`config.mk`:
```
export PLATFORM = sky130hd
export DESIGN_NAME = ccr_top
export DESIGN_NICKNAME = d
export VERILOG_FILES = /design/src/hw/ccr_pkg.sv /design/src/hw/ccr_top.sv
export VERILOG_INCLUDE_DIRS = /design/src /design/src/hw
export SDC_FILE = /design/constraint.sdc
export NUM_CORES = 1
export LEC_CHECK = 0
export BUFFER_PORTS_ARGS = -buffer_cell sky130_fd_sc_hd__buf_2
export CORE_AREA = 5 5 102 104
export CTS_CLUSTER_SIZE = 12
export DETAILED_ROUTE_END_ITERATION = 10
export DIE_AREA = 0 0 107 109
export PLACE_DENSITY_LB_ADDON = 0.2
export SETUP_SLACK_MARGIN = 0.3
export SLEW_MARGIN = 20
export SYNTH_ARGS = -nofsm -noshare
export SYNTH_HDL_FRONTEND = slang
export SYNTH_SLANG_ARGS = --single-unit
```
`constraint.sdc`:
```
create_clock -name i_clock -period 3.2 [get_ports i_clock]
set_input_delay 0.48 -clock i_clock [delete_from_list [all_inputs] [get_ports i_clock]]
set_output_delay 0.48 -clock i_clock [all_outputs]
set_load 0.01 [all_outputs]
```
`src/hw/ccr_params.svh`:
```
// offsets, field positions, reset values and timing for the control bank
`ifndef CCR_PARAMS_SVH
`define CCR_PARAMS_SVH
`define CCR_BASE_ADDR 7'h4C
`define CCR_GC_OFFSET 8'hB0
`define CCR_BFR_OFFSET 8'hB1
`define CCR_GC_RESET 8'h00
`define CCR_BFR_RESET 8'h00
`define CCR_GC_INDIV 7
`define CCR_GC_CLEAR 6
`define CCR_GC_INV 5
`define CCR_GC_TRACK 4
`define CCR_RESTART_MS 500
`define CCR_CLOCK_KHZ 25000
`define CCR_RESTART_CYCLES (`CCR_RESTART_MS * `CCR_CLOCK_KHZ)
`endif

```
`src/hw/ccr_pkg.sv`:
```
// types for the converter control register bank
package ccr_pkg;
  typedef enum logic [3:0] {
    ccr_idle, ccr_addr, ccr_addr_ack, ccr_cmd, ccr_cmd_ack,
    ccr_wdata, ccr_wdata_ack, ccr_rdata, ccr_rdata_ack
  } ccr_bus_state_type;
  typedef enum logic [1:0] {
    ccr_resp_flag, ccr_resp_hiccup, ccr_resp_latch
  } ccr_resp_type;
  typedef struct packed {
    logic scl_s1, scl_s2, scl_s3;
    logic sda_s1, sda_s2, sda_s3;
    logic [3:0] flt_s1, flt_s2;
    logic mode_s1, mode_s2, swen_s1, swen_s2;
    logic [1:0] strap_s1, strap_s2, role;
    logic [1:0] boot;
    logic role_done;
    ccr_bus_state_type st;
    logic [3:0] cnt;
    logic [7:0] shift, cmd;
    logic rw, sda_low;
    logic [7:0] gc, bfr;
    logic [3:0] status;
    logic latched;
    logic [23:0] hic_cnt;
    logic alert_oe_n, stop;
    logic [5:0] phase, phase_mid;
    logic trk;
  } ccr_state_type;
endpackage

```
`src/hw/ccr_top.sv`:
```
// converter control register bank with its management-bus slave
`timescale 1ns/1ps
`include "ccr_params.svh"
// Overview of operation
// - The bus address is 0x4C plus the role: master, slave one to three.
// - The role is caught once from the address strap after reset.
// - General control is a byte register, read and write, reset zero.
// - Bit 7 picks per-fault fields over the mode strap response.
// - While bit 6 is one all status clears, else new faults are kept.
// - When bit 6 falls a fault still present sets its status again.
// - Polarity zero drives high for high-side on and low-side off.
// - Polarity one drives high for high-side off and low-side on.
// - The middle level means both switches off in either polarity.
// - Bit 4 picks digital tracking at zero and analog at one.
// - Fault response register holds four 2-bit fields, reset zero.
// - Field 00 and 11 flag, 01 stops and restarts, 10 latches off.
// - A fault sets status and pulls alert low until all status clears.
module ccr_top import ccr_pkg::*; #(
  parameter logic [23:0] RESTART_CYCLES = 24'(`CCR_RESTART_CYCLES)
) (
  input wire logic i_clock,
  input wire logic i_rst_n,
  input wire logic i_scl,
  input wire logic i_sda,
  output logic o_sda_out,
  output logic o_sda_oe_n,
  input wire logic [1:0] i_addr_strap,
  input wire logic i_mode_latch_off,
  input wire logic i_switch_enable,
  input wire logic [3:0] i_fault_detect,
  input wire logic [5:0] i_phase_cmd,
  input wire logic [5:0] i_phase_both_off,
  output logic [5:0] o_phase_drive_output,
  output logic [5:0] o_phase_drive_output_mid,
  output logic o_tracking_source_select,
  output logic o_switching_stop,
  output logic [3:0] o_fault_status,
  output logic o_fault_alert_output_out,
  output logic o_fault_alert_output_oe_n
);

  ccr_state_type state_reg;
  ccr_state_type state_next;
  logic scl_rise, scl_fall, bus_start, bus_stop, addr_hit;
  logic [7:0] rd_byte;
  logic [6:0] my_addr;
  ccr_resp_type resp [4];
  logic [3:0] hic_hit, latch_hit;

  // decode of one 2-bit response field
  function automatic ccr_resp_type ccr_decode(input logic [1:0] f);
    ccr_resp_type r;
    r = ccr_resp_flag;
    unique case (f)
      2'h1: r = ccr_resp_hiccup;
      2'h2: r = ccr_resp_latch;
      default: r = ccr_resp_flag;
    endcase
    return r;
  endfunction

  // bus edges, address match and read data
  always_comb begin
    scl_rise = state_reg.scl_s2 & ~state_reg.scl_s3;
    scl_fall = ~state_reg.scl_s2 & state_reg.scl_s3;
    // start and stop are data edges while the clock stays high
    bus_start = state_reg.scl_s2 & state_reg.scl_s3 &
                ~state_reg.sda_s2 & state_reg.sda_s3;
    bus_stop = state_reg.scl_s2 & state_reg.scl_s3 &
               state_reg.sda_s2 & ~state_reg.sda_s3;
    my_addr = `CCR_BASE_ADDR + {5'h00, state_reg.role};
    addr_hit = state_reg.role_done & (state_reg.shift[7:1] == my_addr);
    // read mux, unmapped commands read as zero
    if (state_reg.cmd == `CCR_GC_OFFSET) begin
      rd_byte = state_reg.gc;
    end else if (state_reg.cmd == `CCR_BFR_OFFSET) begin
      rd_byte = state_reg.bfr;
    end else begin
      rd_byte = 8'h00;
    end
  end

  // effective response per fault
  always_comb begin
    for (int i = 0; i < 4; i++) begin
      if (state_reg.gc[`CCR_GC_INDIV]) begin
        resp[i] = ccr_decode(state_reg.bfr[2*i +: 2]);
      end else if (state_reg.mode_s2) begin
        resp[i] = ccr_resp_latch;
      end else begin
        resp[i] = ccr_resp_hiccup;
      end
      // which present faults stop switching, and how
      hic_hit[i] = state_reg.flt_s2[i] & (resp[i] == ccr_resp_hiccup);
      latch_hit[i] = state_reg.flt_s2[i] & (resp[i] == ccr_resp_latch);
    end
  end

  // next-state logic
  always_comb begin
    state_next = state_reg;
    // pin synchronisers
    state_next.scl_s1 = i_scl;
    state_next.scl_s2 = state_reg.scl_s1;
    state_next.scl_s3 = state_reg.scl_s2;
    state_next.sda_s1 = i_sda;
    state_next.sda_s2 = state_reg.sda_s1;
    state_next.sda_s3 = state_reg.sda_s2;
    state_next.flt_s1 = i_fault_detect;
    state_next.flt_s2 = state_reg.flt_s1;
    state_next.mode_s1 = i_mode_latch_off;
    state_next.mode_s2 = state_reg.mode_s1;
    state_next.swen_s1 = i_switch_enable;
    state_next.swen_s2 = state_reg.swen_s1;
    state_next.strap_s1 = i_addr_strap;
    state_next.strap_s2 = state_reg.strap_s1;
    // wait two edges so the strap has crossed both sync stages
    // role caught once
    if (!state_reg.role_done) begin
      if (state_reg.boot == 2'h2) begin
        state_next.role = state_reg.strap_s2;
        state_next.role_done = 1'b1;
      end else begin
        state_next.boot = state_reg.boot + 2'h1;
      end
    end

    // bus slave
    if (bus_start) begin
      state_next.st = ccr_addr;
      state_next.cnt = 4'h0;
      state_next.sda_low = 1'b0;
    end else if (bus_stop) begin
      state_next.st = ccr_idle;
      state_next.sda_low = 1'b0;
    end else begin
      unique case (state_reg.st)
        // idle waits for the next start
        ccr_idle: begin
          state_next.sda_low = 1'b0;
        end
        // shift a bit in on each clock rise, ack after the eighth
        ccr_addr, ccr_cmd, ccr_wdata: begin
          if (scl_rise) begin
            state_next.shift = {state_reg.shift[6:0], state_reg.sda_s2};
            state_next.cnt = state_reg.cnt + 4'h1;
          end else if (scl_fall && state_reg.cnt == 4'h8) begin
            state_next.sda_low = 1'b1;
            if (state_reg.st == ccr_addr) begin
              state_next.rw = state_reg.shift[0];
              state_next.st = addr_hit ? ccr_addr_ack : ccr_idle;
              state_next.sda_low = addr_hit;
            end else if (state_reg.st == ccr_cmd) begin
              state_next.cmd = state_reg.shift;
              state_next.st = ccr_cmd_ack;
            end else begin
              if (state_reg.cmd == `CCR_GC_OFFSET) begin
                state_next.gc = state_reg.shift;
              end
              if (state_reg.cmd == `CCR_BFR_OFFSET) begin
                state_next.bfr = state_reg.shift;
              end
              state_next.st = ccr_wdata_ack;
            end
          end
        end
        // after the address ack, turn round for a read
        ccr_addr_ack: begin
          if (scl_fall) begin
            state_next.cnt = 4'h0;
            if (state_reg.rw) begin
              state_next.shift = rd_byte;
              state_next.sda_low = ~rd_byte[7];
              state_next.st = ccr_rdata;
            end else begin
              state_next.sda_low = 1'b0;
              state_next.st = ccr_cmd;
            end
          end
        end
        ccr_cmd_ack, ccr_wdata_ack: begin
          if (scl_fall) begin
            state_next.cnt = 4'h0;
            state_next.sda_low = 1'b0;
            state_next.st = ccr_wdata;
          end
        end
        // read data changes only while the clock is low
        ccr_rdata: begin
          if (scl_rise) begin
            state_next.cnt = state_reg.cnt + 4'h1;
          end else if (scl_fall) begin
            if (state_reg.cnt == 4'h8) begin
              state_next.sda_low = 1'b0;
              state_next.st = ccr_rdata_ack;
            end else begin
              state_next.shift = {state_reg.shift[6:0], 1'b0};
              state_next.sda_low = ~state_reg.shift[6];
            end
          end
        end
        // master ack asks for the same register again
        ccr_rdata_ack: begin
          if (scl_rise) begin
            state_next.rw = ~state_reg.sda_s2;
          end else if (scl_fall) begin
            state_next.cnt = 4'h0;
            if (state_reg.rw) begin
              state_next.shift = rd_byte;
              state_next.sda_low = ~rd_byte[7];
              state_next.st = ccr_rdata;
            end else begin
              state_next.st = ccr_idle;
            end
          end
        end
        default: begin
          state_next.st = ccr_idle;
          state_next.sda_low = 1'b0;
        end
      endcase
    end

    // clear wins for as long as it is held
    // clear holds status at zero
    if (state_reg.gc[`CCR_GC_CLEAR]) begin
      state_next.status = 4'h0;
    end else begin
      state_next.status = state_reg.status | state_reg.flt_s2;
    end
    state_next.alert_oe_n = ~|state_next.status;

    if (!state_reg.swen_s2) begin
      state_next.latched = 1'b0;
    end else if (|latch_hit) begin
      state_next.latched = 1'b1;
    end
    if (|hic_hit) begin
      state_next.hic_cnt = RESTART_CYCLES;
    end else if (state_reg.hic_cnt != 24'h0) begin
      state_next.hic_cnt = state_reg.hic_cnt - 24'h1;
    end
    state_next.stop = state_next.latched | (state_next.hic_cnt != 24'h0) |
                      ~state_reg.swen_s2;

    // phase drive with polarity and middle level
    for (int i = 0; i < 6; i++) begin
      state_next.phase[i] = i_phase_cmd[i] ^ state_reg.gc[`CCR_GC_INV];
      state_next.phase_mid[i] = i_phase_both_off[i] | state_reg.stop;
    end
    state_next.trk = state_reg.gc[`CCR_GC_TRACK];
  end

  // state register
  always_ff @(posedge i_clock or negedge i_rst_n) begin
    if (!i_rst_n) begin
      state_reg <= '0;
      // bus lines idle high, so no false edge after reset
      state_reg.scl_s1 <= 1'b1;
      state_reg.scl_s2 <= 1'b1;
      state_reg.scl_s3 <= 1'b1;
      state_reg.sda_s1 <= 1'b1;
      state_reg.sda_s2 <= 1'b1;
      state_reg.sda_s3 <= 1'b1;
      state_reg.st <= ccr_idle;
      state_reg.gc <= `CCR_GC_RESET;
      state_reg.bfr <= `CCR_BFR_RESET;
      state_reg.alert_oe_n <= 1'b1;
    end else begin
      state_reg <= state_next;
    end
  end

  // outputs
  // open-drain pins only ever pull low
  assign o_sda_out = 1'b0;
  assign o_sda_oe_n = ~state_reg.sda_low;
  assign o_phase_drive_output = state_reg.phase;
  assign o_phase_drive_output_mid = state_reg.phase_mid;
  assign o_tracking_source_select = state_reg.trk;
  assign o_switching_stop = state_reg.stop;
  assign o_fault_status = state_reg.status;
  assign o_fault_alert_output_out = 1'b0;
  assign o_fault_alert_output_oe_n = state_reg.alert_oe_n;

endmodule

```
# --- After elaboration in Yosys (flattened, before gate mapping) ---
# Index checks and enable logic that the tools add are counted.
op_classes:
  n_addsub: 4
  mul: 0
  div: 0
  n_lt_le_gt_ge: 0
  n_eq_ne: 58
  shifts: 0
  mux: 68
  bitwise_logic: 46
  n_reduce_logical: 23
op_table:
  columns: ["operator", "n"]
  rows:
  - ["8-bit two-way mux", 13]
  - ["16-bit two-way mux", 5]
  - ["26-bit two-way mux", 2]
  - ["24-bit two-way mux", 2]
  - ["24-bit nonzero test", 2]
  - ["4-bit inequality test, second input constant", 10]
  - ["4-bit two-way mux", 8]
  - ["8-bit case mux with 4 select lines", 1]
  - ["2-bit inequality test, second input constant", 12]
  - ["4-bit case mux with 6 select lines", 1]
  - ["8-bit AND reduction", 3]
  - ["24-bit by 1-bit subtractor with 24-bit output, second input constant", 1]
  - ["21-bit two-way mux", 1]
  - ["3-bit inequality test, second input constant", 7]
  - ["4-bit case mux with 5 select lines", 1]
  - ["10-bit AND reduction", 2]
  - ["2-bit == test, second input constant", 9]
  - ["1-bit bitwise AND", 16]
  - ["2-bit by 1-bit == test with 1-bit output, second input constant", 8]
  - ["4-bit by 3-bit == test with 1-bit output, second input constant", 4]
  - ["8-bit == test, second input constant", 2]
  - ["1-bit two-way mux", 16]
  - ["2-bit two-way mux", 8]
  - ["2-bit case mux with 2 select lines", 4]
  - ["other kinds (27)", 61]
totals:
  ff_bits: 113
  latch_bits: 0
  mem_bits_rw: 0
  mem_bits_ro: 0
  in_bits: 24
  output_inout_bits: 22
  word_cells: 232
  mem_count: 0

# --- Longest topological paths before layout ---
# Gate-level depths: netlist of run 1.
logic_depth:
  depth_word: 10
  ltp_mapped: 10
  ltp_nobuf: 9

# --- Least setup slack after synthesis of run 1 ---
# Ideal clock, no wire load.
synth_path:
  kind: "flip-flop to flip-flop"
  from: "reg state_reg[78] (netlist bit)"
  to: "reg state_reg, in the netlist state_next[0]"
  setup_time_ps: 128
  arrival_time_ps: 2166
  t_required_ps: 3072
  slack_ps: 907
  stages_incl_launch_ff: 9
  period_less_slack_ps: 2293
  cell_sequence: "dfrtp_1 > inv_1 > ha_1 > nand3b_1 > nand2b_1 > or2_1 > or4_4 > nor2_8 > mux2_1"
synth_via:
  elab_chain_len: 3
synth_rtl:
  columns: ["element", "line", "rtl"]
  rows:
  - ["start: declaration", "ccr_top.sv:42", "ccr_state_type state_reg;"]
  - ["start signal: assignment", "ccr_top.sv:270", "state_reg <= state_next;"]
  - ["4-bit == test", "ccr_top.sv:147", "end else if (scl_fall && state_reg.cnt == 4'h8) begin"]
  - ["1-bit logical AND", "ccr_top.sv:147", null]
  - ["8-bit AND reduction (no source line)", null, null]
# Every way passes these cells.
# A chain may end at the register's enable or synchronous reset.

==> results of run 1 <==
-- critical path: stages, from the launching register on --
cell and delay [ps]:
dfrtp_1 450, nor3_1 430, nand4b_1 300, or4_4 630, xor2_1 200, nand2_1 100, nor3_1 190, o2111ai_1 140
-- worst max path at each step --
stage                              from                to  slack [ps]  depth (start not counted)
after global routing      state_reg[82]     state_reg[80]         430                          5
after floorplan           state_reg[78]     state_next[0]         910                          8
after CTS                 state_reg[22]  o_switching_stop         640                          7
after detailed placement  state_reg[78]     state_reg[53]         680                          8
final                     state_reg[22]  o_switching_stop         630                          7
after global placement    state_reg[82]     state_reg[80]         720                          5
-- power by group --
part           leakage (nW)  internal (mW)  switching, mW  total, mW
registers              1.33           1.54          0.166       1.70
clock network         0.283           1.20          0.612       1.81
logic                 0.998          0.186          0.193      0.379
total                  2.61           2.93          0.971       3.90
-- cells in the mapped netlist (11+ instances only) --
cell | instances | area share
a21oi_1 | 14 | 0.013
buf_4 | 18 | 0.025
dfrtp_1 | 106 | 0.49
inv_1 | 13 | 0.0090
mux2_1 | 16 | 0.033
mux2_2 | 11 | 0.023
nand2_1 | 35 | 0.024
nand3_1 | 12 | 0.011
nor2_1 | 51 | 0.035
nor3_1 | 11 | 0.010
o21ai_0 | 24 | 0.022
o22a_1 | 11 | 0.018
xor2_1 | 16 | 0.026
-- logic make-up after synthesis --
family / after synthesis / share of synthesized area
compound gates: 88 / 0.109
fa+ha+maj: 5 / 0.0115
mux: 36 / 0.0724
other cells: 1 / 0.000689
simple gates: 191 / 0.198
buf+inv: 47 / 0.0460
flops: 113 / 0.521
xor+xnor: 26 / 0.0418
-- per-layer routing --
metal  GRT usage  vias to the layer above  share of wire
met5           0                        -              0
met4      0.0877                        0          0.018
met3      0.0551                       18          0.053
met2       0.327                      126           0.50
met1       0.263                     1937           0.43
li1            -                     1860              -
-- cell type report --
| type | instances | share of cell area |
|---|---|---|
| Clock buffer | 22 | 0.0712 |
| Tap cell | 114 | 0.0229 |
| Inverter | 13 | 0.00784 |
| Multi-Input combinational cell | 348 | 0.380 |
| Clock inverter | 10 | 0.0217 |
| Timing Repair Buffer | 46 | 0.0406 |
| Sequential cell | 113 | 0.456 |
-- through the flow --
step	hold slack, ps	setup slack, ps	instances	cell area, sq um	power [mW]
after floorplan	184	907	508	5450	1.95
after global placement	334	724	634	5640	2.09
after detailed placement	335	681	634	5640	2.10
after CTS	44.1	644	666	6220	3.93
after global routing	49.5	432	666	6220	4.07
final	35.9	633	666	6220	3.90
==> run summary, run 1 <==
The arrival time at the worst endpoint was 2940 ps; the via count of the first global-routing pass was 3889. At the end of routability-driven placement, the weighted congestion stood at 0.889. A synthesized cell averages 10.7 sq um. The count of synthesis-stage warnings from yosys came out at 0.

For the pin with the worst max-slew slack, the measured transition is 707 ps. The sequential share of the synthesized area came out at 0.521. The flow ran to the end, and the final reports show no timing, DRC or antenna violations. For the number of max-slew violations in the final report, the log shows 0. Entering global routing, the biggest net connects 59 pins. Clock latency on the worst-skew pair, taken at its later pin, is 510 ps. The overall overflow remaining after global route was 0.

The power per unit of standard cell area is 626 nW/um^2. The global routing usage summed across all routing layers is 0.204. Wire length after detailed routing: 11000 microns.

Clock tree synthesis selected as its root buffer the cell clkbuf_8. The maximum clock rate was 0.390 GHz. For the maximum vdd drop, the log shows 329 uV. The internal reg-to-reg setup slack came out at 630 ps. The worst setup path is launched from a flop. The floorplan step set the die width to 107 microns. In this run the tool buffered the top-level ports with 43 buffer cells. Summing every instance area after synthesis gives 5450 sq um.

The starting density of the core is 0.576. The worst register-to-register path ends at o_switching_stop. The quantity of hold-fixing buffers added after cts is 0, and the boundary pin count is 46. The fraction of layout instances using a drive strength above 1 is 0.203.

Setup repair after global routing left no endpoint under its margin. Summed over all cells, the static leakage comes to 2.61 nW. The total inserted antenna cells was 0. Dividing the detail-routed via count by the number of cells gives 5.92.

Clock-pin slew was measured on the worst setup and hold paths at 60 ps. For the post-CTS resize count, the log shows 0. In this run the number of H-tree levels came out at 4.

For this block, the initial DRC count from the detailed router was 219. For the routed via count, the log shows 3941. In the final layout, the multi-input gates occupy 2360 sq um. After clock tree synthesis, the setup repair step added 0 buffers. The post-detailed-route wirelength per cell is 16.5 microns. The count of nets left with antenna violations once routing finished came out at 0. The maximum clock path buffer count was 2; the number of placement rows was 36. The fraction of synthesis flops using an asynchronous set or reset pin was 1.00. The total setup violations reported at the end of the flow was 0. For the end-of-flow core utilization, the log shows 0.658. Yosys mapped a number of flops with a built-in enable equal to 0. The die covers 11700 sq um.

The number of max-cap violations is 0, and the number of instances in the synthesized netlist is 507. The most used flip-flop cell after synthesis is dfrtp_1. The run gives 17 as the number of buffers added by the clock tree synthesis step. The worst setup path is captured at a flop.

The number of filler instances in the final layout was 734; the time the worst path needs with I/O delays and setup was 2570 ps. The sequential cell area is 2840 sq um, and the post-route DRC violation count is 0. The tools report the final net count as 568. The number of hold-slack violations in the final timing report came out at 0. The first detailed-routing pass ran for 4 iterations. The path class of the tightest hold or removal check is in -> async. TritonCTS built the clock tree.

Counting every sink on the clock net gives 113. The ratio of final minimum period to clock period was 0.802. At the worst endpoint, the required time is 3570 ps. Worst setup path category: reg -> reg.

The wire length of the first global-routing pass came out at 18600 microns. The run gives 0.529 as the headroom to the max-slew limit. The run gives 0 as the initial antenna violation count. The maximum fanout along the worst path works out to 7. Leaving out fill and tap cells, the most frequent cells in the layout are dfrtp_1 (106), nor2_1 (51), buf_2 (42), nand2_1 (35), o21ai_0 (24). The die boundary height came out at 109 microns. The flip-flop and latch count after synthesis works out to 113.

Once detailed placement completed, the half-perimeter wirelength came to 7590 microns. The most common library cell in the layout ignoring fill and taps was dfrtp_1. The placeable core area came out at 9460 sq um.

The area added between synthesis and finish is 14.2%, and the number of distinct library cells after synthesis is 67. The register with the most flip-flops in the layout has 81 of them. After routing, the total negative slack on setup checks comes to 0 ps. The worst register-to-register path begins at state_reg[22]. The cell count of the worst reg-to-reg path came out at 7.

The tools report the largest clock skew in the final design as 7.28 ps.
No activity file was read; power rests on OpenSTA's default activity.
==> run 2: changes to the inputs <==
Clock period 3.2 ns to 2.5 ns, I/O delays scaled along.
==> run 2 against run 1 <==
Against the previous run: total power increased by 28%; critical endpoint unchanged; first-iteration DRC count is 14% lower; clock skew grew 3.2 ps; highest routed layer unchanged; final area increased by 8.2%.
==> run summary, run 2 (synthesis gave the netlist of run 1 again) <==
The maximum fanout along the worst path works out to 4. The logs give 36 for the number of placement rows and 611 for the final net count. The number of hold-slack violations in the final timing report came out at 0. The run gives 0 as the final antenna-violating net count. For the pin with the worst max-slew slack, the measured transition is 635 ps. After detailed routing, the average wire length per cell comes to 16.9 microns.

In this run the count of I/O pins placed on the die edge is 46. In this run, CTS created clock tree buffers numbering 17. In this run the static leakage power is 2.81 nW. The final route contains 4033 vias. For hold timing, the worst endpoint is o_phase_drive_output[2].

Traced cell by cell, the critical path runs through nor4_4 > and4b_1 > a41o_1 > nand3_1 > nor4_2 > and4b_1 > o2111ai_1. The finished layout cell area was 6730 sq um; the number of max-cap violations was 0. The end-of-flow core utilization is 0.712. Along the worst hold path, the cell count comes to 2. Once placement finished, the instance area stood at 5800 sq um. The slowest stage of the critical path is the dfrtp_1 cell. The flow ran to the end, and the final reports show no timing, DRC or antenna violations. The maximum clock path buffer count was 2; the placed instance count was 655.

The die covers 11700 sq um. The most common library cell in the layout ignoring fill and taps is dfrtp_1. TritonCTS built the clock tree. The tools report the terminus of the critical flop-to-flop path as o_switching_stop.

The setup check on the worst reg-to-reg path leaves a slack of 180 ps. The number of flip-flops under the largest register name came out at 81. Using the TritonRoute via totals, the vias-per-cell ratio works out to 5.69. The initial antenna violation count came out at 0. CTS placed an instance of clkbuf_8 at the clock tree root. The clock slew at the register clock pins of the worst setup and hold paths was 60 ps; the DRC marker count from the first detailed-route iteration was 189.

For the final database, setup skew stands at 10.5 ps. The logs give 0 for the overall overflow remaining after global route and 520 ps for the insertion delay of the later-clocked pin in the worst-skew pair. For the worst setup path, the data required time is 2880 ps.

Wire length after detailed routing: 12000 microns. The run gives 0.937 as the last weighted congestion value of the routability-driven placer. Worst setup path category: reg -> reg.

The maximum cell stage delay along the critical path is 430 ps. The endpoint type of the worst setup path was a flop. The time the worst path needs with I/O delays and setup is 2320 ps. The worst hold path belongs to the class in -> reg. The tools report the launch instance of the worst min-delay path as i_phase_cmd[2].

The run gives 179 ps as the worst setup slack after layout. After detailed routing, the number of remaining DRC violations is 0. Detailed placement finished with a half-perimeter wire length of 7970 microns. At the worst endpoint, the arrival time is 2700 ps. The ratio of final minimum period to clock period is 0.928. The first TritonRoute pass finished after 4 iterations.

Before CTS, the worst setup slack after placement is 142 ps. The tightest hold path in the finished design has a slack of 33.6 ps. Entering global routing, the biggest net connects 49 pins. Die boundary height: 109 microns.

The worst register-to-register path begins at state_reg[20]. The library cells used most frequently in the layout, excluding fill and tap cells, are dfrtp_1 (105), nor2_1 (50), buf_2 (42), buf_4 (35), nand2_1 (34). In this run the power density over the cells is 741 nW/um^2. The kind of start point of the critical path is a flop. Measured in cells, the most critical reg-to-reg path has a length of 7. The region available for standard cell placement spans 9460 sq um.

From synthesis to final layout, the design area changed by 23.6%. The maximum clock rate is 0.431 GHz, and the global routing usage summed across all routing layers is 0.222. Setup repair after global routing could not meet its margin everywhere. For the starting density of the core, the log shows 0.576. IR analysis of the VDD net gives a maximum drop of 394 uV. Setup violations remaining at the end of the flow were counted as 0. The wire length of the first global-routing pass is 20200 microns, and the number of clock sinks seen by CTS is 113.

The post-layout instance count excluding filler cells is 709. The number of port buffers came out at 43. The logs give 0 for the number of max-slew violations in the final report and 0 for the total inserted antenna cells.

The logs give 0.577 for the headroom to the max-slew limit and 4 for the H-tree level count. The cell that appears most often on the critical path is and4b_1. The tools report the total power of the final layout as 4.99 mW. Via count of the first global-routing pass: 4156. Together, buffers and inverters on the worst path number 0.

The fraction of layout instances using a drive strength above 1 came out at 0.306. Gate family responsible for the most delay along the worst path: simple AND/OR/NAND/NOR gates. Adding up every negative setup slack in the final design gives 0 ps. The layout has 661 filler cells.

The horizontal die dimension works out to 107 microns.
==> run 2: cell types whose count changed in the layout (fill, tap and decap cells not counted), sizes merged <==
cell / change
clkinvlp: +2
dlygate4sd3: +11
clkinv: -1
bufinv: -2
clkbuf: +1
buf: +32
==> run 2: what timing repair did <==
item,in CTS,in global routing
setup buffers,7,4
endpoints found under the hold margin,55,0
pin swaps,2,17
gates resized for setup,22,19
hold buffers,11,0
setup endpoints to repair,22,32
==> run 2: cell type report <==
type                       count  area (sq um)  share of cell area
inverter                      13          48.8             0.00725
clock buffer                  23           467              0.0693
multi-input combinational    348          2550               0.378
timing repair buffer          89           603              0.0896
clock inverter                 9          85.1              0.0126
tap                          114           143              0.0212
sequential                   113          2840               0.422
==> run 2: worst register-to-register path, cell delays in order, from the launching register on <==
cell	delay, ps
dfrtp_1	430
nor4_4	350
and4b_1	350
a41o_1	210
nand3_1	150
nor4_2	330
and4b_1	250
o2111ai_1	120
==> run 2: how the worst max path moves through the flow <==
| stage | cells past startpoint | slack (ps) | startpoint | end |
|---|---|---|---|---|
| floorplan | 8 | 300 | state_reg[78] | state_next[0] |
| global placement | 7 | 200 | state_reg[23] | o_switching_stop |
| detailed placement | 7 | 140 | state_reg[23] | o_switching_stop |
| CTS | 8 | 190 | state_reg[78] | state_reg[46] |
| global route | 8 | 120 | state_reg[30] | o_switching_stop |
| finish | 7 | 180 | state_reg[20] | o_switching_stop |
==> run 2: layer usage <==
layer / GRT usage / part of all wire / vias to the layer above / wire length [microns]
met5: 0 / 0 / - / 0
met4: 0.0795 / 0.014 / 0 / 164
li1: - / - / 1944 / -
met1: 0.287 / 0.44 / 1964 / 5320
met2: 0.371 / 0.50 / 109 / 5970
met3: 0.0497 / 0.044 / 16 / 530
==> run 2: report_power, final <==
part / leakage, nW / total (mW) / switching (mW) / internal [mW]
Combinational: 1.22 / 0.608 / 0.292 / 0.316
Sequential: 1.33 / 2.18 / 0.216 / 1.97
Clock: 0.264 / 2.20 / 0.805 / 1.39
Total: 2.81 / 4.99 / 1.31 / 3.68
==> run 3: changes to the inputs <==
Settings changed: CORE_AREA 5 5 102 104 to 5 5 117 119, DIE_AREA 0 0 107 109 to 0 0 122 124.
==> run 3 against run 2 <==
Against the previous run: wire length up 3.0%; combinational power down 1%; die area up 30%; sequential share of layout area down 0.35 points; clock power up 15%; total power up 6.6%; final cell count up 7.2%; worst hold slack better by 25 ps; clock skew down 3.4 ps; setup slack worse by 15 ps; non-clock buffer count down 7; core utilization down 17 points; critical path type unchanged.
==> run summary, run 3 (synthesis gave the netlist of run 1 again) <==
No sink is reached through more buffers than the 2 on the longest clock path. The core region is 12500 sq um. By startpoint and endpoint, the worst setup path is classified as reg -> reg.

The ratio of final minimum period to clock period was 0.934. Setup repair after global routing could not meet its margin everywhere. The final net count is 604, and the power per unit of standard cell area is 783 nW/um^2. The tree is rooted in a clkbuf_16. The time the worst path needs with I/O delays and setup is 2340 ps, and the area added between synthesis and finish is 24.6%.

Number of hold-slack violations in the final timing report: 0. Of all nets on the critical path, the largest fanout is 8. Buffers inserted during clock tree synthesis total 17.

The number of instances on the worst hold path was 1; the end-of-flow core utilization was 0.544. The first global-routing pass estimated 20000 microns of wire. The number of filler instances in the final layout is 1099, and the clock slew at the register clock pins of the worst setup and hold paths is 50 ps. The first routing iteration left 278 violations. The cell count of the worst reg-to-reg path came out at 6. The tools report the beginning of the worst register-to-register path as state_reg[110].

The run gives 0.428 GHz as the maximum clock rate. Leaving out fill and tap cells, the most frequent cell in the layout is dfrtp_1. The via count of the first global-routing pass is 4013, and the summed negative setup slack over all endpoints is 0 ps. In this run the count of I/O pins placed on the die edge is 46.

The die is 124 microns tall. The pre-CTS setup slack is 49.8 ps, and the maximum vdd drop is 454 uV. Actual transition at the worst max-transition pin: 503 ps.

STA classifies the critical path startpoint as a flop. The worst hold path terminates at state_next[108]. At the worst endpoint, the required time is 2790 ps. The final layout contains routed wiring with a total length of 12300 microns.

The maximum number of pins on one net before global-route repair is 46, and the number of max-slew violations in the final report is 0. In this run the critical register-to-register path is captured at state_next[0]. The starting density of the core is 0.437.

The internal reg-to-reg setup slack was 160 ps. Summed over all layers, the global routing overflow is 0. After detailed routing, the average wire length per cell comes to 16.2 microns. Once detail routing completed, the nets flagged for antenna violations numbered 0. The path class of the lowest-slack min-delay path is in -> reg. The run gives 0 as the initial antenna violation count. The number of port buffers is 43, and the post-route DRC violation count is 0.

The library cells used most frequently in the layout, excluding fill and tap cells, are dfrtp_1 (105), nor2_1 (51), buf_2 (42), buf_4 (37), nand2_1 (34). The endpoint type of the worst setup path is a flop. The startpoint identified for the worst hold timing path is i_sda.

Hold timing on the final database bottoms out at a slack of 59.1 ps. The floorplan has 41 rows. The fraction of layout instances using a drive strength above 1 came out at 0.315.

The tools report the arrival time at the worst endpoint as 2620 ps. The total inserted antenna cells is 0, and the total setup violations reported at the end of the flow is 0. The H-tree level count is 4, and the horizontal die dimension is 122 microns. The vias per cell was 5.29; the global routing usage summed across all routing layers was 0.171.

The first detailed-routing pass ran for 4 iterations. Across all setup checks in the final design, the least slack found is 164 ps. Between clock sinks in the finished design, the worst skew comes to 7.06 ps. The analysis attributes to cell leakage a power of 2.81 nW. The routed layout has 4020 vias. The register with the most flip-flops in the layout has 81 of them. The clock net in this run drives a total of 113 sinks.

The post-DP HPWL came out at 8480 microns. For the headroom to the max-slew limit, the log shows 0.665. Across the run, the number of max-cap violations was 0. TritonCTS built the clock tree. Area of the die: 15100 sq um.

The flow ran to the end, and the final reports show no timing, DRC or antenna violations. The last weighted congestion value of the routability-driven placer is 0.891, and the insertion delay of the later-clocked pin in the worst-skew pair is 410 ps. Tracing the worst setup path back leads to its startpoint at state_reg[110].
run 3: cell count changes in the layout (fill, tap and decap cells not counted), sizes merged:
cell,delta
clkbuf,-2
clkinvlp,-1
buf,+3
bufinv,+3
dlygate4sd3,-10
run 3: area by class of cell:
cell class              count  area, sq um  area share
clock buffers              21          460      0.0678
clock inverters            11          160      0.0236
inverters                  13         48.8     0.00719
multi-input cells         348         2530       0.374
flip-flops and latches    113         2840       0.418
well taps                 172          215      0.0317
repair buffers             82          529      0.0780
run 3: what timing repair did:
| action | in CTS | in global routing |
|---|---|---|
| resized for setup | 20 | 20 |
| setup endpoints to repair | 22 | 36 |
| pin swaps | 7 | 14 |
| endpoints found under the hold margin | 16 | 0 |
| setup buffers | 7 | 7 |
| hold buffers | 1 | 0 |
| gates cloned | 0 | 0 |
run 3: critical path, stage by stage (launching register included):
cell      delay (ps)
dfstp_2          610
and2b_2          240
nand2b_4          60
or2_1            220
or4_4            500
nor2_8           260
mux2_4           320
run 3: power breakdown:
| part | total [mW] | switching, mW | internal [mW] |
|---|---|---|---|
| Combinational | 0.602 | 0.290 | 0.313 |
| Sequential | 2.18 | 0.213 | 1.97 |
| Clock | 2.53 | 0.823 | 1.71 |
run 3: per-stage QoR:
| stage | cells | power [mW] | instance area [sq um] |
|---|---|---|---|
| after CTS | 753 | 5.32 | 6640 |
| after global routing | 760 | 5.52 | 6790 |
| final | 760 | 5.32 | 6790 |
| after detailed placement | 713 | 2.72 | 5870 |
| after floorplan | 508 | 2.49 | 5450 |
| after global placement | 713 | 2.71 | 5870 |
run 3: worst max path at each step:
stage                             to  slack, ps  cells after the start
global placement    o_switching_stop        120                      7
global route        o_switching_stop         80                      7
CTS                 o_switching_stop        150                      9
finish                 state_next[0]        160                      6
detailed placement  o_switching_stop         50                      7
floorplan              state_next[0]        300                      8
run 3: per-layer routing:
metal	track usage	wire length, microns
met4	0.0833	229
met1	0.217	5480
met5	0	0
met3	0.0481	530
met2	0.272	6110
